File: src/isr_pkg.sv
// shared constants and types of the status reporting block
package isr_pkg;

    localparam int STB_W      = 8;                  // status byte and event status width
    localparam int SCPI_W     = 16;                 // width of every scpi-level register
    localparam int NUM_SCPI   = 2;                  // operation and group_a registers
    localparam int ERRQ_DEPTH = 8;                  // entries held by the error queue
    localparam int ERRQ_AW    = 3;                  // index width of the error queue
    localparam int ERRQ_CW    = 4;                  // fill count width of the error queue

    // status byte bit positions
    localparam int STB_ERRQ_BIT = 2;                // error queue not empty
    localparam int STB_GRPA_BIT = 3;                // group_a summary
    localparam int STB_MAV_BIT  = 4;                // output buffer holds a message
    localparam int STB_ESB_BIT  = 5;                // event_summary_bit
    localparam int STB_MSS_BIT  = 6;                // master summary / request bit
    localparam int STB_OPER_BIT = 7;                // operation summary
    localparam int ESR_OPC_BIT  = 0;                // operation complete in event_status

    localparam logic [7:0]  SRQ_SRC_MASK  = 8'hBC;  // bits 2,3,4,5,7 may raise a request
    localparam logic [7:0]  MASK_RST      = 8'h00;  // cleared enable mask value
    localparam logic [15:0] EN_PRESET     = 16'h0000; // preset enable of operation/group_a
    localparam logic [15:0] RISE_PRESET   = 16'hFFFF; // preset rise_filter value
    localparam logic [15:0] FALL_PRESET   = 16'h0000; // preset fall_filter value
    localparam logic [15:0] SCPI_USE_MASK = 16'h7FFF; // bit 15 always reads 0
    localparam logic [15:0] ERR_NONE      = 16'h0000; // code returned by an empty queue

    localparam int SCPI_OPER = 0;                   // index of the operation register
    localparam int SCPI_GRPA = 1;                   // index of the group_a register

    // parallel poll configuration field positions within cmd_data
    localparam int PPC_LINE_LSB = 0;                // data line number, 3 bits
    localparam int PPC_SENSE_BIT = 3;               // response sense

    // commands accepted on the command port
    typedef enum logic [4:0] {
        OP_NONE     = 5'h00,
        OP_RD_STB   = 5'h01,
        OP_RD_ESR   = 5'h02,
        OP_WR_ESE   = 5'h03,
        OP_RD_ESE   = 5'h04,
        OP_WR_SRE   = 5'h05,
        OP_RD_SRE   = 5'h06,
        OP_WR_PPE   = 5'h07,
        OP_RD_PPE   = 5'h08,
        OP_RD_IST   = 5'h09,
        OP_CLS      = 5'h0A,
        OP_RST      = 5'h0B,
        OP_SYS_PRE  = 5'h0C,
        OP_STAT_PRE = 5'h0D,
        OP_RD_COND  = 5'h0E,
        OP_RD_EVENT = 5'h0F,
        OP_WR_EN    = 5'h10,
        OP_RD_EN    = 5'h11,
        OP_WR_RISE  = 5'h12,
        OP_WR_FALL  = 5'h13,
        OP_RD_ERR   = 5'h14,
        OP_PPC      = 5'h15,
        OP_PPU      = 5'h16
    } isr_op_t;

    // power-up sequencing, one-hot
    typedef enum logic [1:0] {
        ST_POR = 2'b01,
        ST_RUN = 2'b10
    } isr_state_t;

endpackage : isr_pkg

File: src/isr_errq_if.sv
// signals between the status core and its error queue
`timescale 1ns/1ns
interface isr_errq_if;
    logic        push;      // store one error code
    logic [15:0] code;      // code to store
    logic        pop;       // remove the oldest entry
    logic        clear;     // empty the queue
    logic [15:0] head;      // oldest entry, or the no-error code
    logic        nonempty;  // at least one entry held

    modport core  (output push, output code, output pop, output clear,
                   input head, input nonempty);
    modport queue (input push, input code, input pop, input clear,
                   output head, output nonempty);
endinterface : isr_errq_if

File: src/isr_errq.sv
// error queue: flip-flop fifo of error codes
`timescale 1ns/1ns
module isr_errq (
    input  wire logic  clk_in,
    input  wire logic  rst_n_in,
    isr_errq_if.queue  q
);
    import isr_pkg::*;

    logic [15:0]        mem_q [ERRQ_DEPTH];   // stored codes
    logic [ERRQ_AW-1:0] rd_q;                 // oldest entry index
    logic [ERRQ_AW-1:0] wr_q;                 // next free index
    logic [ERRQ_CW-1:0] cnt_q;                // entries held
    logic               do_push;              // push accepted
    logic               do_pop;               // pop accepted

    // a full queue drops new codes; a pop frees room in the same cycle
    assign do_pop  = q.pop && (cnt_q != '0);
    assign do_push = q.push && ((cnt_q != ERRQ_CW'(ERRQ_DEPTH)) || do_pop);

    // empty queue answers with the no-error code
    assign q.head     = (cnt_q != '0) ? mem_q[rd_q] : ERR_NONE;
    assign q.nonempty = (cnt_q != '0);

    // storage writes; a push during clear lands in entry 0
    always_ff @(posedge clk_in) begin
        if (q.clear && q.push) begin
            mem_q[0] <= q.code;
        end else if (!q.clear && do_push) begin
            mem_q[wr_q] <= q.code;
        end
    end

    // pointers and fill count
    always_ff @(posedge clk_in or negedge rst_n_in) begin
        if (!rst_n_in) begin
            rd_q  <= '0;
            wr_q  <= '0;
            cnt_q <= '0;
        end else if (q.clear) begin
            // an error arriving with the clear is kept
            rd_q  <= '0;
            wr_q  <= q.push ? ERRQ_AW'(1) : '0;
            cnt_q <= q.push ? ERRQ_CW'(1) : '0;
        end else begin
            if (do_pop) begin
                rd_q <= rd_q + 1'b1;
            end
            if (do_push) begin
                wr_q <= wr_q + 1'b1;
            end
            cnt_q <= cnt_q + ERRQ_CW'(do_push) - ERRQ_CW'(do_pop);
        end
    end

endmodule : isr_errq

File: src/isr_status.sv
// status byte, event status, scpi registers, polls and reset matrix
`timescale 1ns/1ns
module isr_status (
    input  wire logic             mclk_in,
    input  wire logic             rst_n_in,
    input  wire logic             psc_in,          // power-on-status-clear flag
    input  wire logic [7:0]       saved_sre_in,    // retained request mask
    input  wire logic [7:0]       saved_ese_in,    // retained event mask
    input  wire logic [7:0]       saved_ppe_in,    // retained poll mask
    input  wire logic             cmd_valid_in,    // command strobe
    input  wire isr_pkg::isr_op_t cmd_op_in,       // command code
    input  wire logic             cmd_sel_in,      // scpi register select
    input  wire logic [15:0]      cmd_data_in,     // write data
    input  wire logic             cmd_first_in,    // first command after terminator
    input  wire logic [7:0]       esr_evt_in,      // event_status set pulses
    input  wire logic [15:0]      oper_cond_in,    // operation condition
    input  wire logic [15:0]      grpa_cond_in,    // group_a condition
    input  wire logic             err_push_in,     // error occurred
    input  wire logic [15:0]      err_code_in,     // its code
    input  wire logic             mav_in,          // output buffer holds data
    input  wire logic             dcl_in,          // device clear pulse
    input  wire logic             spoll_req_in,    // serial poll pulse
    input  wire logic             ppoll_in,        // parallel poll in progress
    output logic                  srq_out,         // service request
    output logic                  spoll_valid_out, // serial poll answer strobe
    output logic [7:0]            spoll_byte_out,  // serial poll status byte
    output logic [7:0]            dio_out,         // poll data lines
    output logic [7:0]            dio_oe_out,      // poll line drive enables
    output logic                  rsp_valid_out,   // query answer strobe
    output logic [15:0]           rsp_data_out,    // query answer value
    output logic                  flush_out,       // empty output buffer
    output logic                  abort_out,       // empty input, stop parsing
    output logic                  settings_rst_out // reset instrument settings
);
    import isr_pkg::*;

    isr_errq_if eq ();                             // error queue link

    isr_state_t         state_q;                   // power-up sequencing
    logic [7:0]         esr_q;                     // event_status
    logic [7:0]         ese_q;                     // event_status_enable
    logic [7:0]         sre_q;                     // service_request_enable
    logic [7:0]         ppe_q;                     // parallel_poll_enable
    logic [SCPI_W-1:0]  prev_q  [NUM_SCPI];        // last sampled condition
    logic [SCPI_W-1:0]  event_q [NUM_SCPI];        // event parts
    logic [SCPI_W-1:0]  en_q    [NUM_SCPI];        // enable parts
    logic [SCPI_W-1:0]  rise_q  [NUM_SCPI];        // rise_filter parts
    logic [SCPI_W-1:0]  fall_q  [NUM_SCPI];        // fall_filter parts
    logic [SCPI_W-1:0]  cond    [NUM_SCPI];        // live conditions
    logic [NUM_SCPI-1:0] sum;                      // scpi summaries
    logic               mss_prev_q;                // mss last cycle
    logic               rqs_q;                     // request latch
    logic               flush_arm_q;               // flush on next line
    logic               ppc_en_q;                  // poll answer configured
    logic [2:0]         ppc_line_q;                // assigned data line
    logic               ppc_sense_q;               // answer polarity
    logic [7:0]         stb;                       // status byte, bit 6 = mss
    logic               event_summary_bit;                       // event_summary_bit
    logic               mss;                       // master summary
    logic               ist;                       // individual status
    logic               por;                       // power-up cycle
    logic               por_clr;                   // power-up with flag at 1
    logic               cls;                       // clear-status
    logic               spre;                      // status preset

    // true when a command of the given code is presented
    function automatic logic hit(input isr_op_t op);
        return cmd_valid_in && (cmd_op_in == op);
    endfunction : hit

    assign por     = (state_q == ST_POR);
    assign por_clr = por && psc_in;
    assign cls     = hit(OP_CLS);
    assign spre    = hit(OP_STAT_PRE) || por_clr;
    assign cond[SCPI_OPER] = oper_cond_in & SCPI_USE_MASK;
    assign cond[SCPI_GRPA] = grpa_cond_in & SCPI_USE_MASK;

    // status byte assembly and request condition
    assign event_summary_bit = |(esr_q & ese_q);
    always_comb begin
        stb               = '0;
        stb[STB_ERRQ_BIT] = eq.nonempty;
        stb[STB_GRPA_BIT] = sum[SCPI_GRPA];
        stb[STB_MAV_BIT]  = mav_in;
        stb[STB_ESB_BIT]  = event_summary_bit;
        stb[STB_OPER_BIT] = sum[SCPI_OPER];
        stb[STB_MSS_BIT]  = |(stb & sre_q & SRQ_SRC_MASK);
    end
    assign mss = stb[STB_MSS_BIT];
    assign ist = |(stb & ppe_q);

    // power-up sequencing: one cycle to take the flag, then run
    always_ff @(posedge mclk_in or negedge rst_n_in) begin
        if (!rst_n_in) begin
            state_q <= ST_POR;
        end else begin
            unique case (state_q)
                ST_POR: begin
                    state_q <= ST_RUN;
                end
                ST_RUN: begin
                    state_q <= ST_RUN;
                end
            endcase
        end
    end

    // scpi registers: transition filters, event, enable
    for (genvar g = 0; g < NUM_SCPI; g++) begin : g_scpi
        logic [SCPI_W-1:0] hit_evt;                  // filtered transitions
        logic              rd_clr;                   // event read of this register
        assign hit_evt = (cond[g] & ~prev_q[g] & rise_q[g])
                       | (~cond[g] & prev_q[g] & fall_q[g]);
        assign rd_clr  = hit(OP_RD_EVENT) && (cmd_sel_in == 1'(g));
        assign sum[g]  = |(event_q[g] & en_q[g]);

        always_ff @(posedge mclk_in or negedge rst_n_in) begin
            if (!rst_n_in) begin
                prev_q[g]  <= '0;
                event_q[g] <= '0;
            end else begin
                prev_q[g] <= cond[g];
                // new transitions win over a clear in the same cycle
                if (rd_clr || cls || por_clr) begin
                    event_q[g] <= hit_evt;
                end else begin
                    event_q[g] <= event_q[g] | hit_evt;
                end
            end
        end

        // enable and filter parts; preset wins over a write
        always_ff @(posedge mclk_in or negedge rst_n_in) begin
            if (!rst_n_in) begin
                en_q[g]   <= EN_PRESET;
                rise_q[g] <= RISE_PRESET;
                fall_q[g] <= FALL_PRESET;
            end else if (spre) begin
                en_q[g]   <= EN_PRESET;
                rise_q[g] <= RISE_PRESET;
                fall_q[g] <= FALL_PRESET;
            end else if (cmd_sel_in == 1'(g)) begin
                if (hit(OP_WR_EN)) begin
                    en_q[g] <= cmd_data_in & SCPI_USE_MASK;
                end
                if (hit(OP_WR_RISE)) begin
                    rise_q[g] <= cmd_data_in & SCPI_USE_MASK;
                end
                if (hit(OP_WR_FALL)) begin
                    fall_q[g] <= cmd_data_in & SCPI_USE_MASK;
                end
            end
        end
    end

    // event_status: pulses set bits, read or clear-status clears
    always_ff @(posedge mclk_in or negedge rst_n_in) begin
        if (!rst_n_in) begin
            esr_q <= '0;
        end else if (hit(OP_RD_ESR) || cls || por_clr) begin
            esr_q <= esr_evt_in;
        end else begin
            esr_q <= esr_q | esr_evt_in;
        end
    end

    // enable masks: only power-up touches them besides their own writes
    always_ff @(posedge mclk_in or negedge rst_n_in) begin
        if (!rst_n_in) begin
            sre_q <= MASK_RST;
            ese_q <= MASK_RST;
            ppe_q <= MASK_RST;
        end else if (por) begin
            sre_q <= psc_in ? MASK_RST : saved_sre_in;
            ese_q <= psc_in ? MASK_RST : saved_ese_in;
            ppe_q <= psc_in ? MASK_RST : saved_ppe_in;
        end else begin
            if (hit(OP_WR_SRE)) begin
                sre_q <= cmd_data_in[7:0];
            end
            if (hit(OP_WR_ESE)) begin
                ese_q <= cmd_data_in[7:0];
            end
            if (hit(OP_WR_PPE)) begin
                ppe_q <= cmd_data_in[7:0];
            end
        end
    end

    // request latch: rises with mss, drops with mss or a serial poll
    always_ff @(posedge mclk_in or negedge rst_n_in) begin
        if (!rst_n_in) begin
            mss_prev_q <= 1'b0;
            rqs_q      <= 1'b0;
            srq_out    <= 1'b0;
        end else begin
            mss_prev_q <= mss;
            rqs_q      <= mss && ((!mss_prev_q) || (rqs_q && !spoll_req_in));
            srq_out    <= mss && ((!mss_prev_q) || (rqs_q && !spoll_req_in));
        end
    end

    // serial poll answer: status byte with the request bit
    always_ff @(posedge mclk_in or negedge rst_n_in) begin
        if (!rst_n_in) begin
            spoll_valid_out <= 1'b0;
            spoll_byte_out  <= '0;
        end else begin
            spoll_valid_out <= spoll_req_in;
            if (spoll_req_in) begin
                spoll_byte_out <= {stb[7], rqs_q, stb[5:0]};
            end
        end
    end

    // parallel poll configuration
    always_ff @(posedge mclk_in or negedge rst_n_in) begin
        if (!rst_n_in) begin
            ppc_en_q    <= 1'b0;
            ppc_line_q  <= '0;
            ppc_sense_q <= 1'b0;
        end else if (hit(OP_PPC)) begin
            ppc_en_q    <= 1'b1;
            ppc_line_q  <= cmd_data_in[PPC_LINE_LSB +: 3];
            ppc_sense_q <= cmd_data_in[PPC_SENSE_BIT];
        end else if (hit(OP_PPU)) begin
            ppc_en_q <= 1'b0;
        end
    end

    // parallel poll drive: only the assigned line, polarity applied
    always_ff @(posedge mclk_in or negedge rst_n_in) begin
        if (!rst_n_in) begin
            dio_out    <= '0;
            dio_oe_out <= '0;
        end else begin
            dio_out    <= {8{ist ~^ ppc_sense_q}};
            dio_oe_out <= (ppoll_in && ppc_en_q) ? (8'h01 << ppc_line_q) : 8'h00;
        end
    end

    // query answers: register contents as plain binary weights
    always_ff @(posedge mclk_in or negedge rst_n_in) begin
        if (!rst_n_in) begin
            rsp_valid_out <= 1'b0;
            rsp_data_out  <= '0;
        end else begin
            rsp_valid_out <= 1'b1;
            unique case (cmd_valid_in ? cmd_op_in : OP_NONE)
                OP_RD_STB:   rsp_data_out <= {8'h00, stb};
                OP_RD_ESR:   rsp_data_out <= {8'h00, esr_q};
                OP_RD_ESE:   rsp_data_out <= {8'h00, ese_q};
                OP_RD_SRE:   rsp_data_out <= {8'h00, sre_q};
                OP_RD_PPE:   rsp_data_out <= {8'h00, ppe_q};
                OP_RD_IST:   rsp_data_out <= {15'h0000, ist};
                OP_RD_COND:  rsp_data_out <= cond[cmd_sel_in];
                OP_RD_EVENT: rsp_data_out <= event_q[cmd_sel_in];
                OP_RD_EN:    rsp_data_out <= en_q[cmd_sel_in];
                OP_RD_ERR:   rsp_data_out <= eq.head;
                default: begin
                    rsp_valid_out <= 1'b0;
                end
            endcase
        end
    end

    // error queue hookup: push per error, pop per read, clear on status clear
    assign eq.push  = err_push_in;
    assign eq.code  = err_code_in;
    assign eq.pop   = hit(OP_RD_ERR);
    assign eq.clear = cls || por;

    isr_errq u_errq (
        .clk_in   (mclk_in),
        .rst_n_in (rst_n_in),
        .q        (eq)
    );

    // buffer flushing and settings reset
    always_ff @(posedge mclk_in or negedge rst_n_in) begin
        if (!rst_n_in) begin
            flush_arm_q      <= 1'b0;
            flush_out        <= 1'b0;
            abort_out        <= 1'b0;
            settings_rst_out <= 1'b0;
        end else begin
            flush_out <= por || dcl_in
                      || (flush_arm_q && cmd_valid_in && cmd_first_in);
            abort_out <= por || dcl_in;
            settings_rst_out <= hit(OP_RST) || hit(OP_SYS_PRE);
            if (hit(OP_RST) || hit(OP_SYS_PRE) || hit(OP_STAT_PRE) || cls) begin
                flush_arm_q <= 1'b1;
            end else if (cmd_valid_in && cmd_first_in) begin
                flush_arm_q <= 1'b0;
            end
        end
    end

endmodule : isr_status

File: config.mk
export PLATFORM = sky130hd
export DESIGN_NAME = isr_status
export DESIGN_NICKNAME = d
export VERILOG_FILES = /design/src/isr_pkg.sv /design/src/isr_errq_if.sv /design/src/isr_errq.sv /design/src/isr_status.sv
export SDC_FILE = /design/constraint.sdc
export NUM_CORES = 1
export LEC_CHECK = 0
export ABC_CLOCK_PERIOD_IN_PS = 4000
export BUFFER_PORTS_ARGS = -buffer_cell sky130_fd_sc_hd__buf_4
export CAP_MARGIN = 20
export CORE_MARGIN = 2
export CORE_UTILIZATION = 59
export CTS_CLUSTER_DIAMETER = 120
export DETAILED_ROUTE_END_ITERATION = 7
export GPL_TIMING_DRIVEN = 0
export PLACE_DENSITY = 0.82
export SYNTH_ARGS = -nofsm -noshare
export SYNTH_HDL_FRONTEND = slang
export SYNTH_HIERARCHICAL = 1
export SYNTH_SLANG_ARGS = --single-unit
export TNS_END_PERCENT = 10
File: constraint.sdc
create_clock -name mclk_in -period 4 [get_ports mclk_in]
set_clock_uncertainty 0.05 [all_clocks]
set_input_delay 1 -clock mclk_in [delete_from_list [all_inputs] [get_ports mclk_in]]
set_output_delay 1 -clock mclk_in [all_outputs]
set_load 0.01 [all_outputs]
======== Word level (Yosys, flattened, before mapping) ========
Memory sizes are Yosys's and may differ from the RTL's.
Index checks and enable logic that the tools add are counted.
word-level totals
  bits in registers ....................... 246
  bits in writable memories ............... 128
  logic and storage cells ................. 228
  memories ................................ 1
operators by class
  add/subtract/negate cells ............... 4
  order comparisons ....................... 1
  eq/ne operators ......................... 29
  shifts and indexed selects .............. 1
  multiplexer cells ....................... 61
  bitwise logic cells ..................... 25
  reductions and logical operators ........ 73
memories
  name          depth  bits a word  rd ports  clocked after memory_dff  wr ports  RTL line        source
  u_errq.mem_q  8      16           1         0                         1         isr_errq.sv:10  logic [15:0] mem_q [ERRQ_DEPTH];
operators by type and width
  cell                                           count
  two-way mux 16 bit                             27
  one-hot mux 16 bit (10 select lines)           1
  bitwise AND 16 bit                             6
  two-way mux 8 bit                              11
  inverter 15 -> 16 bit                          4
  OR 16 bit                                      4
  OR reduction 16 bit                            3
  == test 5 x 4 -> 1 bit, second input constant  9
  == test 5 bit, second input constant           8
  bitwise AND 15 x 16 -> 16 bit                  2
  bitwise AND 16 x 15 -> 16 bit                  2
  logical AND 1 bit                              28
  bitwise AND 8 bit                              3
  nonzero test 2 bit                             11
  == test 5 x 3 -> 1 bit, second input constant  4
  OR reduction 8 bit                             2
  == test 5 x 2 -> 1 bit, second input constant  3
  logical OR 1 bit                               15
  two-way mux 15 bit                             1
  two-way mux 3 bit                              5
  two-way mux 1 bit                              13
  AND reduction 2 bit                            6
  nonzero test 10 bit                            1
  OR reduction 10 bit                            1
  other kinds (21)                               24

======== Longest topological paths before layout ========
  depth after elaboration ................. 11
  depth in mapped cells ................... 12

======== Modules after synthesis ========
Netlist, hierarchy kept.
by module, submodules not included
  module      times used  cells an instance  area each (um^2)
  isr_status  1           1024               10142.2
  isr_errq    1           271                5597.9

======== Least setup slack after synthesis ========
Ideal clock, no wire load.
  path type ............................... input-to-reg
  start point ............................. input cmd_op_in[2]
  end point ............................... memory u_errq.mem_q[1][0] (enable)
  library setup time ...................... 0.436 ns
  arrival time ............................ 4.157 ns
  data required time ...................... 3.514 ns
  path slack .............................. -0.643 ns
  stages .................................. 8
  buffers on the path ..................... 3
  cell sequence ........................... buf_2 > nor2b_1 > and4_1 > buf_6 > clkbuf_1 > nor2b_1 > o31ai_2 > nor4b_1
on the way
  cells in the longest elaborated chain, start to end .. 11
ends and longest elaborated chain
  what                                                                     RTL line          source
  start: declaration                                                       isr_status.sv:11  input wire isr_pkg::isr_op_t cmd_op_in,
  == test 5 bit *                                                          isr_status.sv:68  return cmd_valid_in && (cmd_op_in == op);
  logical AND 1 bit *                                                      isr_status.sv:68
  named net eq.pop                                                         isr_errq_if.sv:6  logic pop;
  logical AND 1 bit *                                                      isr_errq.sv:18    assign do_pop = q.pop && (cnt_q != '0);
  logical OR 1 bit *                                                       isr_errq.sv:19    assign do_push = q.push && ((cnt_q != ERRQ_CW'(ERRQ_DEPTH)) || do_pop);
  logical AND 1 bit *                                                      isr_errq.sv:19
  logical AND 1 bit *                                                      isr_errq.sv:29    end else if (!q.clear && do_push) begin
  two-way mux 1 bit *                                                      isr_errq.sv:29
  two-way mux 1 bit *                                                      isr_errq.sv:27    if (q.clear && q.push) begin
  two-way mux 1 bit (implied by the code) *                                isr_errq.sv:30    mem_q[wr_q] <= q.code;
  OR reduction 16 bit (no source line)                                     --
  two-way mux 3 bit (no source line) or two-way mux 1 bit (tied branches)  --
  end: declaration                                                         isr_errq.sv:10
Mark *: on every way through the listed nets, which the timed path passes. The rest lies on a longest branch.

======== Worst setup path after layout ========
  start point ............................. input cmd_op_in[2]
  end point ............................... memory u_errq.mem_q[7][6] (enable)
The elaborated chain is that of the path after synthesis.

==> reports/metrics.json <==
{
  "layoutNonFillerInstCount": {"value": 1860},
  "numCtsBuffers": {"value": 38},
  "preCtsSetupSlack": {"value": -0.4620, "unit": "ns"},
  "synth_ff_type": {"value": "dfrtp_1"},
  "synth_edf_count": {"value": 128},
  "yosys_register_bits": {"value": 366},
  "fmaxAchievable": {"value": 0.2674, "unit": "GHz"},
  "post-synth-top-area-cell": {"value": "dfrtp_1"},
  "layout.nets": {"value": 1613},
  "ioPinCount": {"value": 158},
  "final_hold_viol_count": {"value": 0},
  "worst_slew_pin_slew": {"value": 1.052, "unit": "ns"},
  "synth_top_cells_by_count": {"value": "dfrtp_1 (207), nand2_1 (178), edfxtp_1 (128)"},
  "drt_iter0_drc": {"value": 1620},
  "grtUsageMet3": {"value": 6.925, "unit": "%"},
  "hold_path_startpoint": {"value": "mss_prev_q$_DFF_PN0_"},
  "finalSetupTns": {"value": 0, "unit": "ns"},
  "level_count_of_the_clock_h_tree": {"value": 2},
  "slew_headroom": {"value": 29.89, "unit": "%"},
  "flow.area_growth_from_synthesis": {"value": 18.27, "unit": "%"},
  "grt_start_max_net_pins": {"value": 127},
  "routed_length_per_placed_instance": {"value": 24.55, "unit": "µm"},
  "synth_cells": {"value": 1295},
  "violated_checks": {"value": "DRC"},
  "busiest_layer": {"value": "met2"},
  "grt_first_pass_wirelength": {"value": 69360, "unit": "µm"},
  "unrepaired_setup_endpoints_after_global_routing": {"value": "false"},
  "timing.final.setup_violations": {"value": 0},
  "synth_area": {"value": 0.01574, "unit": "mm²"},
  "wl": {"value": 45660, "unit": "µm"},
  "run_status": {"value": "finished, violations left"},
  "ctsRootBufferMaster": {"value": "clkbuf_16"},
  "crit_path_start": {"value": "cmd_op_in[2]"},
  "number_of_antenna_violations_at_the_first_check_in_global_routing": {"value": 2},
  "grt.met2_usage": {"value": 50.60, "unit": "%"},
  "multiInputGateArea": {"value": 0.005305, "unit": "mm²"},
  "yosys.cell_types.count": {"value": 73},
  "yosys_warnings": {"value": 6},
  "initial_utilization": {"value": 60.23, "unit": "%"},
  "postLayoutCellArea": {"value": 0.01862, "unit": "mm²"},
  "placed_cells": {"value": 1788},
  "sequential_cell_area": {"value": 0.009838, "unit": "mm²"},
  "yosys.cell_count.top_type": {"value": "dfrtp_1"},
  "post_synth.cell_area_avg": {"value": 12.15, "unit": "µm²"},
  "yosysTopAreaCellShare": {"value": 32.91, "unit": "%"},
  "layout_min_cycle_time": {"value": 3.739, "unit": "ns"},
  "cp_data_arrival_time": {"value": 3.92, "unit": "ns"},
  "grtUsageTotal": {"value": 32.76, "unit": "%"},
  "place_area": {"value": 0.01745, "unit": "mm²"},
  "ys_top_cells_by_area": {"value": "dfrtp_1 (33%), edfxtp_1 (24%), dfstp_2 (5.2%)"},
  "die_width": {"value": 167.3, "unit": "µm"},
  "timing.critical_path.from_type": {"value": "primary input"},
  "die-height": {"value": 167.3, "unit": "µm"},
  "maxCapViolCount": {"value": 0},
  "kind_of_capture_point_of_the_worst_setup_path": {"value": "flop"},
  "final_layout_size_suffix_gt1_share": {"value": 22.32, "unit": "%"},
  "timing.final.crit_share": {"value": 93.48, "unit": "%"},
  "slack_of_the_worst_reg_to_reg_path": {"value": 1.16, "unit": "ns"},
  "slew_violations": {"value": 0},
  "fillerInstances": {"value": 1773},
  "holdCritPathClass": {"value": "flop to flop"},
  "core_region_area": {"value": 0.02613, "unit": "mm²"},
  "rows": {"value": 59},
  "port_buffers": {"value": 150},
  "detailroute.via_count": {"value": 12170},
  "timing.final.ws_setup": {"value": 0.2608, "unit": "ns"},
  "cell_with_the_most_instances_on_the_worst_path": {"value": "nor2b_1"},
  "clockBufferDepth": {"value": 3},
  "gr_met1_demand_resource": {"value": 43.80, "unit": "%"},
  "clk_transition_reported_paths": {"value": 0.06, "unit": "ns"},
  "worst_ir_drop_vdd": {"value": 0.4384, "unit": "mV"},
  "clk-insertion-delay-late": {"value": 0.54, "unit": "ns"},
  "drt_pass1_iterations": {"value": 8},
  "antenna_left": {"value": 0},
  "power.leakage": {"value": 7.822, "unit": "nW"},
  "crit_type": {"value": "primary input to flop"},
  "clock_sink_count": {"value": 366},
  "fp.dieArea": {"value": 0.02800, "unit": "mm²"},
  "drcViolationCount": {"value": 32},
  "grt_pass1_vias": {"value": 12020},
  "tritoncts": {"value": "done"},
  "maximum_fanout_encountered_on_the_critical_timing_path": {"value": 15},
  "synth_sequential_area_ratio": {"value": 62.50, "unit": "%"},
  "post_drt_via_cell_ratio": {"value": 6.543},
  "critical_path.max_stage_delay": {"value": 0.67, "unit": "ns"},
  "power.density": {"value": 536.6, "unit": "mW/mm²"},
  "worst_r2r_startpoint": {"value": "state_q[1]$_DFF_PN0_"},
  "critical_path.cell_chain": {"value": "buf_2 > nor2b_1 > and4_1 > buf_6 > clkbuf_1 > nor2b_1 > o31ai_2 > nor3_2 > buf_8"},
  "hpwl": {"value": 31260, "unit": "µm"},
  "critical_path.slowest_cell": {"value": "nor3_2"},
  "gr-total-overflow": {"value": 0},
  "postSynth.asyncResetShare": {"value": 65.03, "unit": "%"},
  "worstPathRequired": {"value": 4.18, "unit": "ns"},
  "gp_congestion": {"value": 1.011}
}
routing by layer:
layer  vias to the layer above  part of all wire, %
met5                         -                    0
met4                         0                  6.1
met3                       197                   11
met2                       849                   46
met1                      5981                   37
li1                       5143                    -
final cells by class:
class / instances / share of cell area, %
flip-flops and latches: 366 / 52.85
multi-input cells: 794 / 28.50
repair buffers: 156 / 6.688
clock buffers: 50 / 5.572
well taps: 335 / 2.252
plain buffers: 73 / 2.158
inverters: 64 / 1.290
clock inverters: 20 / 0.6654
diodes: 2 / 0.02689
cell usage in the layout, fill, tap and decap left out, drive strengths merged, types with 7 or more instances in the layout:
cell | Yosys | final
mux2i | 28 | 28
dfstp | 31 | 31
nand2 | 178 | 178
nand2b | 9 | 9
o22ai | 7 | 7
nand3 | 27 | 27
nand3b | 30 | 30
buf | 44 | 200
edfxtp | 128 | 128
mux4 | 32 | 32
clkbuf | 29 | 79
nor2 | 75 | 75
a22oi | 28 | 28
clkinv | 0 | 15
ha | 7 | 7
a21oi | 69 | 69
a21o | 9 | 9
a221oi | 14 | 14
and2 | 9 | 9
o21ai | 117 | 117
inv | 64 | 68
mux2 | 12 | 12
dfrtp | 207 | 207
nor2b | 12 | 12
nor3 | 17 | 17
o221ai | 34 | 34
a22o | 18 | 18
stage by stage:
step                      util (%)  hold slack [ns]  total power, mW
after floorplan                  -           0.3543            5.817
after global placement       66.20           0.3654            6.538
after detailed placement     66.76           0.3735            6.670
after CTS                    71.20           0.3928            9.959
after global routing         71.22           0.3976            10.35
final                        71.23           0.3842            9.989
cells by family (layout without fill, tap and decap cells):
group	Yosys count	count (layout)	synth area share, %
AOI/OAI and AO/OA	328	328	13.45
DFF	366	366	62.50
buffers and inverters	137	363	4.078
adders and majority gates	8	8	0.6836
xor gates and xnor gates	2	2	0.1113
and+or+nand+nor	380	380	11.60
muxes	72	72	7.528
other	2	6	0.04771
worst max-delay path, delay by kind of cell:
kind | cells | cell delay (ns)
and+or+nand+nor | 4 | 1.54
buffers and inverters | 4 | 1.19
AOI/OAI and AO/OA | 1 | 0.18
power breakdown:
group	total [mW]	switching (mW)	leakage [nW]	internal, mW
Clock	3.32	1.47	0.572	1.85
Sequential	4.84	0.371	3.99	4.47
Combinational	1.83	1.05	3.26	0.777
Total	9.99	2.89	7.82	7.10
state kept, by name (all words and copies together), names as in the netlist, 2 cells and up:
register and flops:
dio_oe_out 8, sre_q 8, ese_q 8, event_q 30
rsp_data_out 16, rise_q 30, u_errq/rd_q 3, prev_q 30
u_errq/cnt_q 4, en_q 30, ppc_line_q 3, fall_q 30
state_q 2, u_errq/wr_q 3, ppe_q 8, u_errq/mem_q 128
spoll_byte_out 6, esr_q 8
path summary, 6_finish.rpt:
kind | endpoint | cells past startpoint
min in group asynchronous | spoll_valid_out$_DFF_PN0_ | 1
setup reg to reg | u_errq/mem_q[7][6]$_DFFE_PP_ | 7
hold / removal | rqs_q$_DFF_PN0_ | 1
max in group asynchronous | event_q[9]$_DFF_PN0_ | 2
hold reg to reg | rqs_q$_DFF_PN0_ | 1
setup / recovery | u_errq/mem_q[7][6]$_DFFE_PP_ | 9
what timing repair did:
item | in CTS | in global routing
setup buffers | 0 | 0
resized for setup | 0 | 3
hold buffers | 0 | 0
setup endpoints to repair | 0 | 48
Power figures use the tool's default switching activity.
